--- config.mk ---
export PLATFORM = sky130hd
export DESIGN_NAME = sfc_frontend
export DESIGN_NICKNAME = d
export VERILOG_FILES = /design/src/design/sfc_pkg.sv /design/src/design/sfc_frontend.sv
export SDC_FILE = /design/constraint.sdc
export NUM_CORES = 1
export LEC_CHECK = 0
export ABC_AREA = 1
export BUFFER_PORTS_ARGS = -buffer_cell sky130_fd_sc_hd__buf_2
export CORE_UTILIZATION = 50
export CTS_BUF_LIST = sky130_fd_sc_hd__clkbuf_8
export DETAILED_ROUTE_END_ITERATION = 12
export PLACE_DENSITY = 0.9
export SYNTH_ARGS = -nofsm -noshare
export SYNTH_HDL_FRONTEND = slang
export SYNTH_SLANG_ARGS = --single-unit
--- constraint.sdc ---
create_clock -name clock_i -period 2.8 [get_ports clock_i]
set_input_delay 0.56 -clock clock_i [delete_from_list [all_inputs] [get_ports clock_i]]
set_output_delay 0.56 -clock clock_i [all_outputs]
set_load 0.005 [all_outputs]
--- src/design/sfc_pkg.sv ---
package sfc_pkg;
   // ----------------------------------------
   // command framing
   // ----------------------------------------
   localparam int unsigned OPCODE_BITS   = 8;
   localparam int unsigned BYTE_BITS     = 8;
   localparam int unsigned MAX_ADDR_BYTES = 4;
   localparam int unsigned SYNC_STAGES   = 2;

   // ----------------------------------------
   // lane modes
   // ----------------------------------------
   localparam logic [1:0] LANE_SINGLE = 2'h0;
   localparam logic [1:0] LANE_DUAL   = 2'h1;
   localparam logic [1:0] LANE_QUAD   = 2'h2;

   // ----------------------------------------
   // array geometry defaults
   // ----------------------------------------
   localparam int unsigned PAGE_BYTES_DEF    = 512;
   localparam int unsigned PAGE_BYTES_ALT    = 256;
   localparam int unsigned PARAM_SECTOR_BYTES = 4096;
   localparam int unsigned UNIFORM_64K_BYTES = 65536;
   localparam int unsigned UNIFORM_256K_BYTES = 262144;
   localparam int unsigned FLASH_BYTES_DEF   = 16777216;
   localparam int unsigned PARAM_SECTORS_DEF = 8;

   // ----------------------------------------
   // frame states, gray along the usual path
   // ----------------------------------------
   typedef enum logic [2:0] {
      SFC_IDLE   = 3'h0,
      SFC_OPCODE = 3'h1,
      SFC_ADDR   = 3'h3,
      SFC_WAIT   = 3'h2,
      SFC_DATA   = 3'h6
   } sfc_state_t;
endpackage : sfc_pkg

--- src/design/sfc_frontend.sv ---
`timescale 1ns/1ns
// Summary of operation
// RL1 - The first eight bits of every command form the opcode that selects the operation.
// RL2 - Incoming bits are sampled on serial clock rising edges and outputs change on falling edges.
// RL3 - Pages are 512 or 256 bytes, aligned to their size, fixed per variant.
// RL4 - Erase sectors are 4, 64 or 256 kilobytes depending on variant and address.
// RL5 - A write to non-volatile bits is handed on as one erase-and-restore update request.
// RL6 - Control, address and data all pass serially over four to six signals.
// RL7 - Extension commands move two or four bits per clock over bidirectional lines.
// RL8 - A command is everything while chip select is low; raising it ends the command.
// RL9 - With quad width enabled the write-protect pin serves as data line two.
// RL10 - Every byte is transferred most significant bit first on each active line.
module sfc_frontend #(
   parameter int unsigned PAGE_BYTES    = sfc_pkg::PAGE_BYTES_DEF,
   parameter int unsigned SECTOR_BYTES  = sfc_pkg::UNIFORM_64K_BYTES,
   parameter int unsigned PARAM_SECTORS = sfc_pkg::PARAM_SECTORS_DEF,
   parameter bit          PARAM_AT_TOP  = 1'b0,
   parameter int unsigned FLASH_BYTES   = sfc_pkg::FLASH_BYTES_DEF
) (
   input  wire logic        clock_i,
   input  wire logic        rst_i,
   input  wire logic        sck_i,
   input  wire logic        cs_n_i,
   input  wire logic [3:0]  io_i,
   output logic      [3:0]  io_o,
   output logic      [3:0]  io_oe_o,
   input  wire logic        quad_width_enable_bit_i,
   output logic             write_protect_n_o,
   output logic             opcode_valid_o,
   output logic      [7:0]  opcode_o,
   input  wire logic [1:0]  lane_mode_i,
   input  wire logic [2:0]  addr_bytes_i,
   input  wire logic [4:0]  dummy_cycles_i,
   input  wire logic        drive_i,
   input  wire logic        is_write_i,
   output logic             addr_valid_o,
   output logic      [31:0] addr_o,
   output logic             rx_valid_o,
   output logic      [7:0]  rx_byte_o,
   output logic             tx_load_o,
   input  wire logic [7:0]  tx_byte_i,
   output logic             frame_end_o,
   output logic             update_req_o,
   output logic      [31:0] page_base_o,
   output logic      [31:0] sector_base_o,
   output logic      [31:0] sector_bytes_o
);
   import sfc_pkg::*;

   // ----------------------------------------
   // helpers
   // ----------------------------------------
   function automatic logic [3:0] lane_step(input logic [1:0] mode);
      case (mode)
         LANE_DUAL: lane_step = 4'h2;
         LANE_QUAD: lane_step = 4'h4;
         default:   lane_step = 4'h1;
      endcase
   endfunction : lane_step

   function automatic logic [7:0] shift_in(input logic [7:0] sh, input logic [1:0] mode,
                                           input logic [3:0] io);
      case (mode)
         LANE_DUAL: shift_in = {sh[5:0], io[1], io[0]};
         LANE_QUAD: shift_in = {sh[3:0], io[3], io[2], io[1], io[0]};
         default:   shift_in = {sh[6:0], io[0]};
      endcase
   endfunction : shift_in

   function automatic logic in_param_region(input logic [31:0] a);
      logic [31:0] span;
      span = 32'(PARAM_SECTORS * PARAM_SECTOR_BYTES);
      if (PARAM_SECTORS == 0)
         in_param_region = 1'b0;
      else if (PARAM_AT_TOP)
         in_param_region = (a >= 32'(FLASH_BYTES) - span);
      else
         in_param_region = (a < span);
   endfunction : in_param_region

   // ----------------------------------------
   // pin synchronisers
   // ----------------------------------------
   logic [5:0] pin_meta;
   logic [5:0] pin_sync;
   logic       sck_prev;
   always_ff @(posedge clock_i) begin
      if (rst_i) begin
         pin_meta <= 6'h1F;
         pin_sync <= 6'h1F;
         sck_prev <= 1'b0;
      end else begin
         pin_meta <= {sck_i, cs_n_i, io_i};
         pin_sync <= pin_meta;
         sck_prev <= pin_sync[5];
      end
   end

   logic       sck_s;
   logic       cs_n_s;
   logic [3:0] io_s;
   logic       sck_rise;
   logic       sck_fall;
   assign sck_s    = pin_sync[5];
   assign cs_n_s   = pin_sync[4];
   assign io_s     = pin_sync[3:0];
   assign sck_rise = ~cs_n_s & sck_s & ~sck_prev;    // [RL2]
   assign sck_fall = ~cs_n_s & ~sck_s & sck_prev;    // [RL2]

   // ----------------------------------------
   // frame sequencer
   // ----------------------------------------
   sfc_state_t  state;
   logic [1:0]  cur_mode;
   logic [3:0]  bit_cnt;
   logic [3:0]  next_bit_cnt;
   logic [7:0]  rx_sh;
   logic [7:0]  next_rx_sh;
   logic        byte_done;
   logic [2:0]  addr_cnt;
   logic [4:0]  dummy_cnt;
   logic [31:0] addr_acc;
   logic        addr_seen;

   assign cur_mode     = (state == SFC_OPCODE) ? LANE_SINGLE : lane_mode_i;     // [RL7]
   assign next_bit_cnt = bit_cnt + lane_step(cur_mode);
   assign next_rx_sh   = shift_in(rx_sh, cur_mode, io_s);                         // [RL10]
   assign byte_done    = sck_rise && (state != SFC_WAIT) && (next_bit_cnt == 4'h8);

   always_ff @(posedge clock_i) begin
      if (rst_i || cs_n_s) begin
         state     <= SFC_IDLE;                                                   // [RL8]
         bit_cnt   <= 4'h0;
         rx_sh     <= 8'h00;
         addr_cnt  <= 3'h0;
         dummy_cnt <= 5'h00;
      end else begin
         if (state == SFC_IDLE)
            state <= SFC_OPCODE;
         if (sck_rise && state != SFC_WAIT && state != SFC_IDLE) begin
            rx_sh   <= next_rx_sh;
            bit_cnt <= (next_bit_cnt == 4'h8) ? 4'h0 : next_bit_cnt;
         end
         if (byte_done) begin
            case (state)
               SFC_OPCODE: begin                                                  // [RL1]
                  if (addr_bytes_i != 3'h0)
                     state <= SFC_ADDR;
                  else if (dummy_cycles_i != 5'h00)
                     state <= SFC_WAIT;
                  else
                     state <= SFC_DATA;
               end
               SFC_ADDR: begin
                  addr_cnt <= addr_cnt + 3'h1;
                  if (addr_cnt + 3'h1 == addr_bytes_i)
                     state <= (dummy_cycles_i != 5'h00) ? SFC_WAIT : SFC_DATA;
               end
               default: state <= state;
            endcase
         end
         if (sck_rise && state == SFC_WAIT) begin
            dummy_cnt <= dummy_cnt + 5'h01;
            if (dummy_cnt + 5'h01 == dummy_cycles_i)
               state <= SFC_DATA;
         end
      end
   end

   // ----------------------------------------
   // receive outputs
   // ----------------------------------------
   always_ff @(posedge clock_i) begin
      if (rst_i) begin
         opcode_valid_o <= 1'b0;
         opcode_o       <= 8'h00;
         rx_valid_o     <= 1'b0;
         rx_byte_o      <= 8'h00;
         addr_valid_o   <= 1'b0;
         addr_acc       <= 32'h0000_0000;
         addr_o         <= 32'h0000_0000;
         addr_seen      <= 1'b0;
      end else begin
         opcode_valid_o <= byte_done && state == SFC_OPCODE;                      // [RL1]
         rx_valid_o     <= byte_done && state == SFC_DATA;
         addr_valid_o   <= byte_done && state == SFC_ADDR && addr_cnt + 3'h1 == addr_bytes_i;
         if (cs_n_s)
            addr_seen <= 1'b0;                                                    // [RL8]
         if (byte_done && state == SFC_OPCODE) begin
            opcode_o  <= next_rx_sh;
            addr_acc  <= 32'h0000_0000;
            addr_seen <= 1'b0;
         end
         if (byte_done && state == SFC_DATA)
            rx_byte_o <= next_rx_sh;
         if (byte_done && state == SFC_ADDR) begin
            addr_acc <= {addr_acc[23:0], next_rx_sh};                             // [RL10]
            if (addr_cnt + 3'h1 == addr_bytes_i) begin
               addr_o    <= {addr_acc[23:0], next_rx_sh};
               addr_seen <= 1'b1;
            end
         end
      end
   end

   // ----------------------------------------
   // transmit path, falling edge
   // ----------------------------------------
   logic [7:0] tx_sh;
   logic [3:0] tx_cnt;
   logic [3:0] tx_step;
   logic       tx_active;
   logic       quad_live;
   logic [7:0] tx_cur;
   assign tx_step   = lane_step(lane_mode_i);
   assign tx_cur    = (tx_cnt == 4'h0) ? tx_byte_i : tx_sh;
   assign tx_active = (state == SFC_DATA) && drive_i;
   assign quad_live = quad_width_enable_bit_i && lane_mode_i == LANE_QUAD;        // [RL9]

   always_ff @(posedge clock_i) begin
      if (rst_i || cs_n_s) begin
         tx_sh     <= 8'h00;
         tx_cnt    <= 4'h0;
         tx_load_o <= 1'b0;
         io_o      <= 4'h0;
         io_oe_o   <= 4'h0;                                                       // [RL8]
      end else begin
         tx_load_o <= 1'b0;
         if (sck_fall && tx_active) begin                                         // [RL2]
            tx_load_o <= (tx_cnt == 4'h0);
            case (lane_mode_i)
               LANE_DUAL: begin
                  io_o    <= {2'b00, tx_cur[7], tx_cur[6]};                       // [RL10]
                  io_oe_o <= 4'h3;                                                // [RL7]
               end
               LANE_QUAD: begin
                  io_o    <= tx_cur[7:4];
                  io_oe_o <= quad_live ? 4'hF : 4'h3;                             // [RL9]
               end
               default: begin
                  io_o    <= {2'b00, tx_cur[7], 1'b0};                            // [RL6]
                  io_oe_o <= 4'h2;
               end
            endcase
            tx_sh  <= 8'(tx_cur << tx_step);
            tx_cnt <= (tx_cnt + tx_step == 4'h8) ? 4'h0 : tx_cnt + tx_step;
         end else if (!tx_active) begin
            io_oe_o <= 4'h0;
         end
      end
   end

   // ----------------------------------------
   // write-protect pin sharing
   // ----------------------------------------
   always_ff @(posedge clock_i) begin
      if (rst_i)
         write_protect_n_o <= 1'b1;
      else
         write_protect_n_o <= quad_width_enable_bit_i ? 1'b1 : io_s[2];            // [RL9]
   end

   // ----------------------------------------
   // frame end and update request
   // ----------------------------------------
   logic        cs_prev;
   logic [31:0] page_mask;
   assign page_mask = ~(32'(PAGE_BYTES) - 32'h1);                                 // [RL3]

   always_ff @(posedge clock_i) begin
      if (rst_i) begin
         cs_prev        <= 1'b1;
         frame_end_o    <= 1'b0;
         update_req_o   <= 1'b0;
         page_base_o    <= 32'h0000_0000;
         sector_base_o  <= 32'h0000_0000;
         sector_bytes_o <= 32'h0000_0000;
      end else begin
         cs_prev      <= cs_n_s;
         frame_end_o  <= cs_n_s && !cs_prev;                                      // [RL8]
         update_req_o <= cs_n_s && !cs_prev && is_write_i && addr_seen;           // [RL5]
         if (cs_n_s && !cs_prev) begin
            page_base_o <= addr_o & page_mask;                                    // [RL3]
            if (in_param_region(addr_o)) begin                                    // [RL4]
               sector_base_o  <= addr_o & ~(32'(PARAM_SECTOR_BYTES) - 32'h1);
               sector_bytes_o <= 32'(PARAM_SECTOR_BYTES);
            end else begin
               sector_base_o  <= addr_o & ~(32'(SECTOR_BYTES) - 32'h1);
               sector_bytes_o <= 32'(SECTOR_BYTES);
            end
         end
      end
   end
endmodule : sfc_frontend

Yosys cells after proc, flatten, opt, wreduce, memory -nomap -nowiden. Index checks and enable logic that the tools add are counted.

Add/subtract/negate cells: 4. Order comparisons: 1. Equality and inequality tests: 14. Shifts and indexed selects: 1. Muxes and demuxes: 30. Bitwise operators: 8. Reductions and logical operators: 26.

Operators by type and width (count): $mux W24 (2); $lt A32 B16 Y1 const B (1); $mux W3 (7); $mux W4 (5); $pmux W3 S2 (3); $mux W17 (1); $mux W16 (1); $pmux W4 S2 (2); $pmux W8 S2 (1); $logic_and A1 B1 Y1 (14); $add A4 B4 Y4 (2); $eq A4 B4 Y1 const B (2); $mux W8 (1); $shl A8 B4 Y8 (1); $eq A3 B2 Y1 const B (2); $mux W1 (6); $reduce_bool A3 Y1 (2); $add A5 B1 Y5 const B (1); $eq A5 B5 Y1 (1); $reduce_bool A5 Y1 (1); $and A1 B1 Y1 (4); $eq A2 B1 Y1 const B (2); $eq A2 B2 Y1 const B (2); $logic_not A4 Y1 (1); other kinds (14) (19).

Register bits after elaboration: 223. Bits of input ports: 29. Output and inout bits: 159. Word-level logic and storage cells: 112.

Longest topological paths before layout.
Depth after elaboration: 11. Gate-level depth with buffers: 19. Mapped depth without buffers: 18.

Least setup slack after synthesis. OpenSTA, ideal clock, no wires.

Kind: register to register. Start: register state[0]. End: register addr_acc[4]. Setup time: 0.132 ns. Arrival time: 2.657 ns. Data required time: 2.668 ns. Slack: 0.011 ns. Stages on the path, launching flop included: 18. Path buffers: 1. Period minus slack after synthesis: 2.789 ns. Cell sequence: dfxtp_1 > nand2_1 > nor2_1 > inv_1 > nand2_1 > inv_1 > ha_1 > ha_1 > inv_1 > fa_1 > inv_1 > nor2_1 > nand2_1 > nor2_4 > nand4_1 > buf_2 > nand2_1 > a21oi_2.

Word-level cells in the longest chain between the ends: 9. Elaborated cells between the ends (all ways): 16. Classes of those cells: 1 x add/sub; 6 x eq/ne; 4 x mux; 5 x reduce/logical.

Ends and longest elaborated chain: start, declared (RTL line sfc_frontend.sv:113) `sfc_state_t state;`; start signal, assigned (RTL line sfc_frontend.sv:157) `state <= (dummy_cycles_i != 5'h00) ? SFC_WAIT : SFC_DATA;`; start signal, assigned (RTL line sfc_frontend.sv:159) `default: state <= state;`; $eq A3 B1 Y1 (RTL line sfc_frontend.sv:125, sfc_frontend.sv:189); $mux W2 (RTL line sfc_frontend.sv:125) `assign cur_mode = (state == SFC_OPCODE) ? LANE_SINGLE : lane_mode_i;`; $eq A2 B2 Y1 or $eq A2 B1 Y1 (tied branches) (RTL line sfc_frontend.sv:54, sfc_frontend.sv:63); $pmux W3 S2 (RTL line sfc_frontend.sv:54) `case (mode)`; $add A4 B4 Y4 (RTL line sfc_frontend.sv:126) `assign next_bit_cnt = bit_cnt + lane_step(cur_mode);`; $eq A4 B4 Y1 (RTL line sfc_frontend.sv:128) `assign byte_done = sck_rise && (state != SFC_WAIT) && (next_bit_cnt == 4'h8);`; $logic_and A1 B1 Y1 (RTL line sfc_frontend.sv:128); $logic_and A1 B1 Y1 (on tied branches) (RTL line sfc_frontend.sv:196, sfc_frontend.sv:189); $mux W24 or $reduce_bool A2 Y1 (tied branches); end signal, assigned (RTL line sfc_frontend.sv:197) `addr_acc <= {addr_acc[23:0], next_rx_sh};`; end, declared (RTL line sfc_frontend.sv:122) `logic [31:0] addr_acc;`.

Parallel ways exist; a longest one is shown, timed or not. A chain may end at the register's enable or synchronous reset.

Final worst setup path.
Start: register state[2]. End: register addr_seen.

Word-level cells in the longest chain between the ends: 11. Elaborated cells between the ends (all ways): 16. Classes of those cells: 1 x add/sub; 6 x eq/ne; 5 x mux; 4 x reduce/logical.

Ends and longest elaborated chain: $eq A3 B1 Y1 (RTL line sfc_frontend.sv:125, sfc_frontend.sv:189); $mux W2 (RTL line sfc_frontend.sv:125); $eq A2 B2 Y1 or $eq A2 B1 Y1 (tied branches) (RTL line sfc_frontend.sv:54); $pmux W3 S2 (RTL line sfc_frontend.sv:54); $add A4 B4 Y4 (RTL line sfc_frontend.sv:126); $eq A4 B4 Y1 (RTL line sfc_frontend.sv:128); $logic_and A1 B1 Y1 (RTL line sfc_frontend.sv:128); $logic_and A1 B1 Y1 (RTL line sfc_frontend.sv:189) `if (byte_done && state == SFC_OPCODE) begin`; $mux W1 (RTL line sfc_frontend.sv:189); $mux W1 (RTL line sfc_frontend.sv:198) `if (addr_cnt + 3'h1 == addr_bytes_i) begin`; $mux W1 * (RTL line sfc_frontend.sv:196) `if (byte_done && state == SFC_ADDR) begin`; end signal, assigned (RTL line sfc_frontend.sv:188) `addr_seen <= 1'b0;`; end signal, assigned (RTL line sfc_frontend.sv:192) `addr_seen <= 1'b0;`; end signal, assigned (RTL line sfc_frontend.sv:200) `addr_seen <= 1'b1;`; end, declared (RTL line sfc_frontend.sv:123) `logic addr_seen;`.

Mark *: on every way between the ends. The rest lies on a longest branch, timed or not.

==> metrics.md <==
| Metric | Value |
|---|---|
| Run status | `finished with violations` |
| Failing checks | `setup timing` |
| Clock Skew | `11.6 ps` |
| Total global routing overflow | `0` |
| Final period utilization | `106%` |
| Worst VDD drop | `between 0.0004 and 0.0005 V` |
| Row count | `43` |
| Vias in the first global route | `6321` |
| Syn Inst Count | `slightly below 1000` |
| First-pass GRT wire length | `30.4 mm` |
| Critical path cell sequence | `inv_2 > nand2_4 > nor2_4 > inv_2 > nand2_2 > inv_2 > ha_4 > ha_4 > inv_2 > fa_1 > inv_2 > nor2_2 > nand2_2 > nor2_4 > and2b_2 > buf_6 > buf_8 > nand2_8 > nand3_2 > o21ai_1` |
| Worst hold-check path type | `input port to register` |
| Dpl cells | `1284` |
| Initial DRC count | `~660` |
| Critical Path Max Stage Delay | `between 400 and 500 ps` |
| Post-synth EDFFs | `0` |
| Antenna cells | `0` |
| Num ports | `roughly 190` |
| Max Fclk | `~0.34 GHz` |
| Clk buf depth | `2` |
| DR DRC count | `0` |
| #FFs+latches synth | `164` |
| YS warnings | `0` |
| Total GRT Usage | `25.7%` |
| Largest net degree at the start of global routing | `65` |
| Routed wire length | `20.1 mm` |
| Tmin final | `between 2000 and 3000 ps` |
| Ratio of cells with drive above 1 in the final layout | `27.5%` |
| Die Ht | `123 um` |
| Max Cap Viol | `0` |
| Clock-pin transition on the worst setup and hold timing paths | `80 ps` |
| Clock sink count | `164` |
| Clock Latency Late Sink | `between 400 and 500 ps` |
| Core Region | `0.0141 mm^2` |
| Most common cell after layout, fill and taps aside | `dfxtp_1` |
| Non-filler instance count after layout | `1327` |
| ANT nets after route | `0` |
| Setup TNS | `-5880 ps` |
| Root buffer selected by CTS | `clkbuf_8` |
| Synth top area share | `44.6%` |
| RSZ-0062 raised after global routing | `yes` |
| Worst path top cell family by delay | `simple AND/OR/NAND/NOR gates` |
| CTS tree | `built` |
| Fin. Hold Viols | `0` |
| I/O Buffers | `136` |
| Critical Path RT | `3110 ps` |
| Vias per inst | `about 5.3` |
| Mean Syn Cell Area | `about 7.4 um^2` |
| TritonRoute pass-1 iters | `5` |
| Share of synthesized registers carrying an async set or reset | `0%` |
| CP dominant cell by count | `inv_2` |
| Detail Placement HPWL | `~12 mm` |
| Synth top area cells | `dfxtp_1, nor2_1, nand2_1` |
| Crit path max-delay cell type | `fa_1` |
| Commonest cells after routing, fill and taps aside | `dfxtp_1, nor2_1, nand2_1` |
| Design Power | `4300 uW` |
| Cell area after synthesis | `0.00736 mm^2` |
| Slew @ Worst Pin | `1140 ps` |
| Clock Power Share | `38.1%` |
| Die footprint | `0.0152 mm^2` |
| Synth-to-layout area growth | `22.2%` |
| RD Place Congestion | `0.858` |
| Nets@finish | `1183` |
| Crit path setup slack, layout | `-162 ps` |
| CTS H-tree depth | `4` |
| Area of the multi-input gates | `0.00365 mm^2` |
| Main synth FF type | `dfxtp_1` |
| Worst Path Buf+Inv | `7` |
| Antenna violations before repair | `0` |
| Post-DR wirelength/cell | `between 15 and 20 um` |
| Post-route cell area | `0.00899 mm^2` |
| Synth area leader | `dfxtp_1` |
| Reg power frac | `55.0%` |
| Combinational power share | `6.9%` |
| Setup violators final | `77` |
| Leak | `0.00429 uW` |
| Post-synthesis cell type count | `41` |
| Seq/Total Area, Yosys | `44.6%` |
| Worst EP arrival | `around 3300 ps` |
| Fin. max-slew vios | `0` |
| Initial core utilization | `52.2%` |
| Pwr dens | `approximately 480 mW/mm^2` |
| Slew margin rel. | `a little under a quarter` |
| Switching part of the total | `23.5%` |
| DP Area | `0.00809 mm^2` |
| Crit end category | `register` |
| Register area | `0.00329 mm^2` |
| Type of origin of the critical path | `register` |
| Die W | `123 um` |
| Via Count | `between 7000 and 8000` |
| Internal power | `3290 uW` |
| P_sw | `1010 uW` |
| Hold buffers post-CTS | `0` |
| CP Max Fanout | `5` |
| Clock buffer count from CTS | `17` |
| CP Class | `register to register` |
| Fill count | `1139` |
[worst register-to-register path, cell delays in order, from the launching register on]
cell     delay [ps]
dfxtp_2         330
inv_2            70
nand2_4          60
nor2_4          100
inv_2            70
nand2_2          80
inv_2            50
ha_4            280
ha_4            130
inv_2            30
fa_1            490
inv_2            40
nor2_2          130
nand2_2          90
nor2_4          100
and2b_2         230
buf_6           140
buf_8           130
nand2_8          90
nand3_2          80
o21ai_1          90
[power by group through the flow]
stage          clock network [uW]  registers (uW)  logic [uW]
4_1_cts                      1650            2360         273
2_1_floorplan                   0            2410         222
5_1_grt                      1770            2360         334
3_3_place_gp                    0            2410         253
6_report                     1640            2360         298
3_5_place_dp                    0            2410         260
[synthesized netlist by cell type (all sizes together), types with 8 or more instances]
master,instances
o21ai,90
nand2,174
dfxtp,164
nand3,52
nand3b,8
nand4,11
inv,64
clkbuf,28
a21oi,68
buf,83
ha,13
or2,12
nor2,191
nor3,8
[metal layers]
| layer | GRT usage [%] | part of all wire (%) |
|---|---|---|
| met4 | 13.2 | 3.0 |
| met2 | 41.8 | 48 |
| met1 | 31.5 | 41 |
| met5 | 0 | 0 |
| met3 | 6.13 | 7.3 |
[per-stage QoR]
| step | worst slack [ps] | hold slack [ps] | util, % |
|---|---|---|---|
| after floorplan | 10.8 | 388 | - |
| after global placement | -83.3 | 394 | 57.4 |
| after detailed placement | -121 | 400 | 57.4 |
| after CTS | 16.8 | 274 | 61.5 |
| after global routing | -256 | 269 | 63.8 |
| final | -162 | 285 | 63.8 |
[state kept, by name (all words and copies together), names as in the netlist, 3 cells and up]
name / flops
addr_o: 32
addr_acc: 24
page_base_o: 23
opcode_o: 8
rx_byte_o: 8
tx_sh: 8
rx_sh: 7
pin_meta: 6
pin_sync: 6
dummy_cnt: 5
bit_cnt: 4
io_o: 4
sector_base_o: 4
tx_cnt: 4
addr_cnt: 3
io_oe_o: 3
state: 3
[final cells by class]
class / count / area share, %
Multi-Input combinational cell: 702 / 40.5
Sequential cell: 164 / 36.5
Timing Repair Buffer: 189 / 13.7
Clock buffer: 20 / 3.06
Inverter: 65 / 2.71
Tap cell: 180 / 2.50
Clock inverter: 7 / 0.960
[cell families after synthesis]
logic type,count (synthesis),synth area share (%)
xor+xnor,5,0.595
other cells,1,0.0509
buf+inv,176,13.1
compound gates,171,12.1
flops,164,44.6
fa+ha+maj,15,2.75
simple gates,459,26.8
[worst paths after layout]
path / start / end / slack [ps] / cells past startpoint
worst max register to register: state[2]$_SDFF_PP0_ / addr_seen$_SDFF_PP0_ / -160 / 20
worst min register to register: pin_meta[2]$_SDFF_PP1_ / pin_sync[2]$_SDFF_PP1_ / 420 / 1
worst max-delay path: state[2]$_SDFF_PP0_ / addr_seen$_SDFF_PP0_ / -160 / 20
worst min-delay path: io_i[1] / pin_meta[1]$_SDFF_PP1_ / 290 / 2
[what timing repair did]
item,CTS,global route
endpoints found under the setup margin,80,82
pin swaps,7,31
buffers inserted,7,5
resized for setup,35,81
cloned,2,2
(Power assumes the default switching activity.)
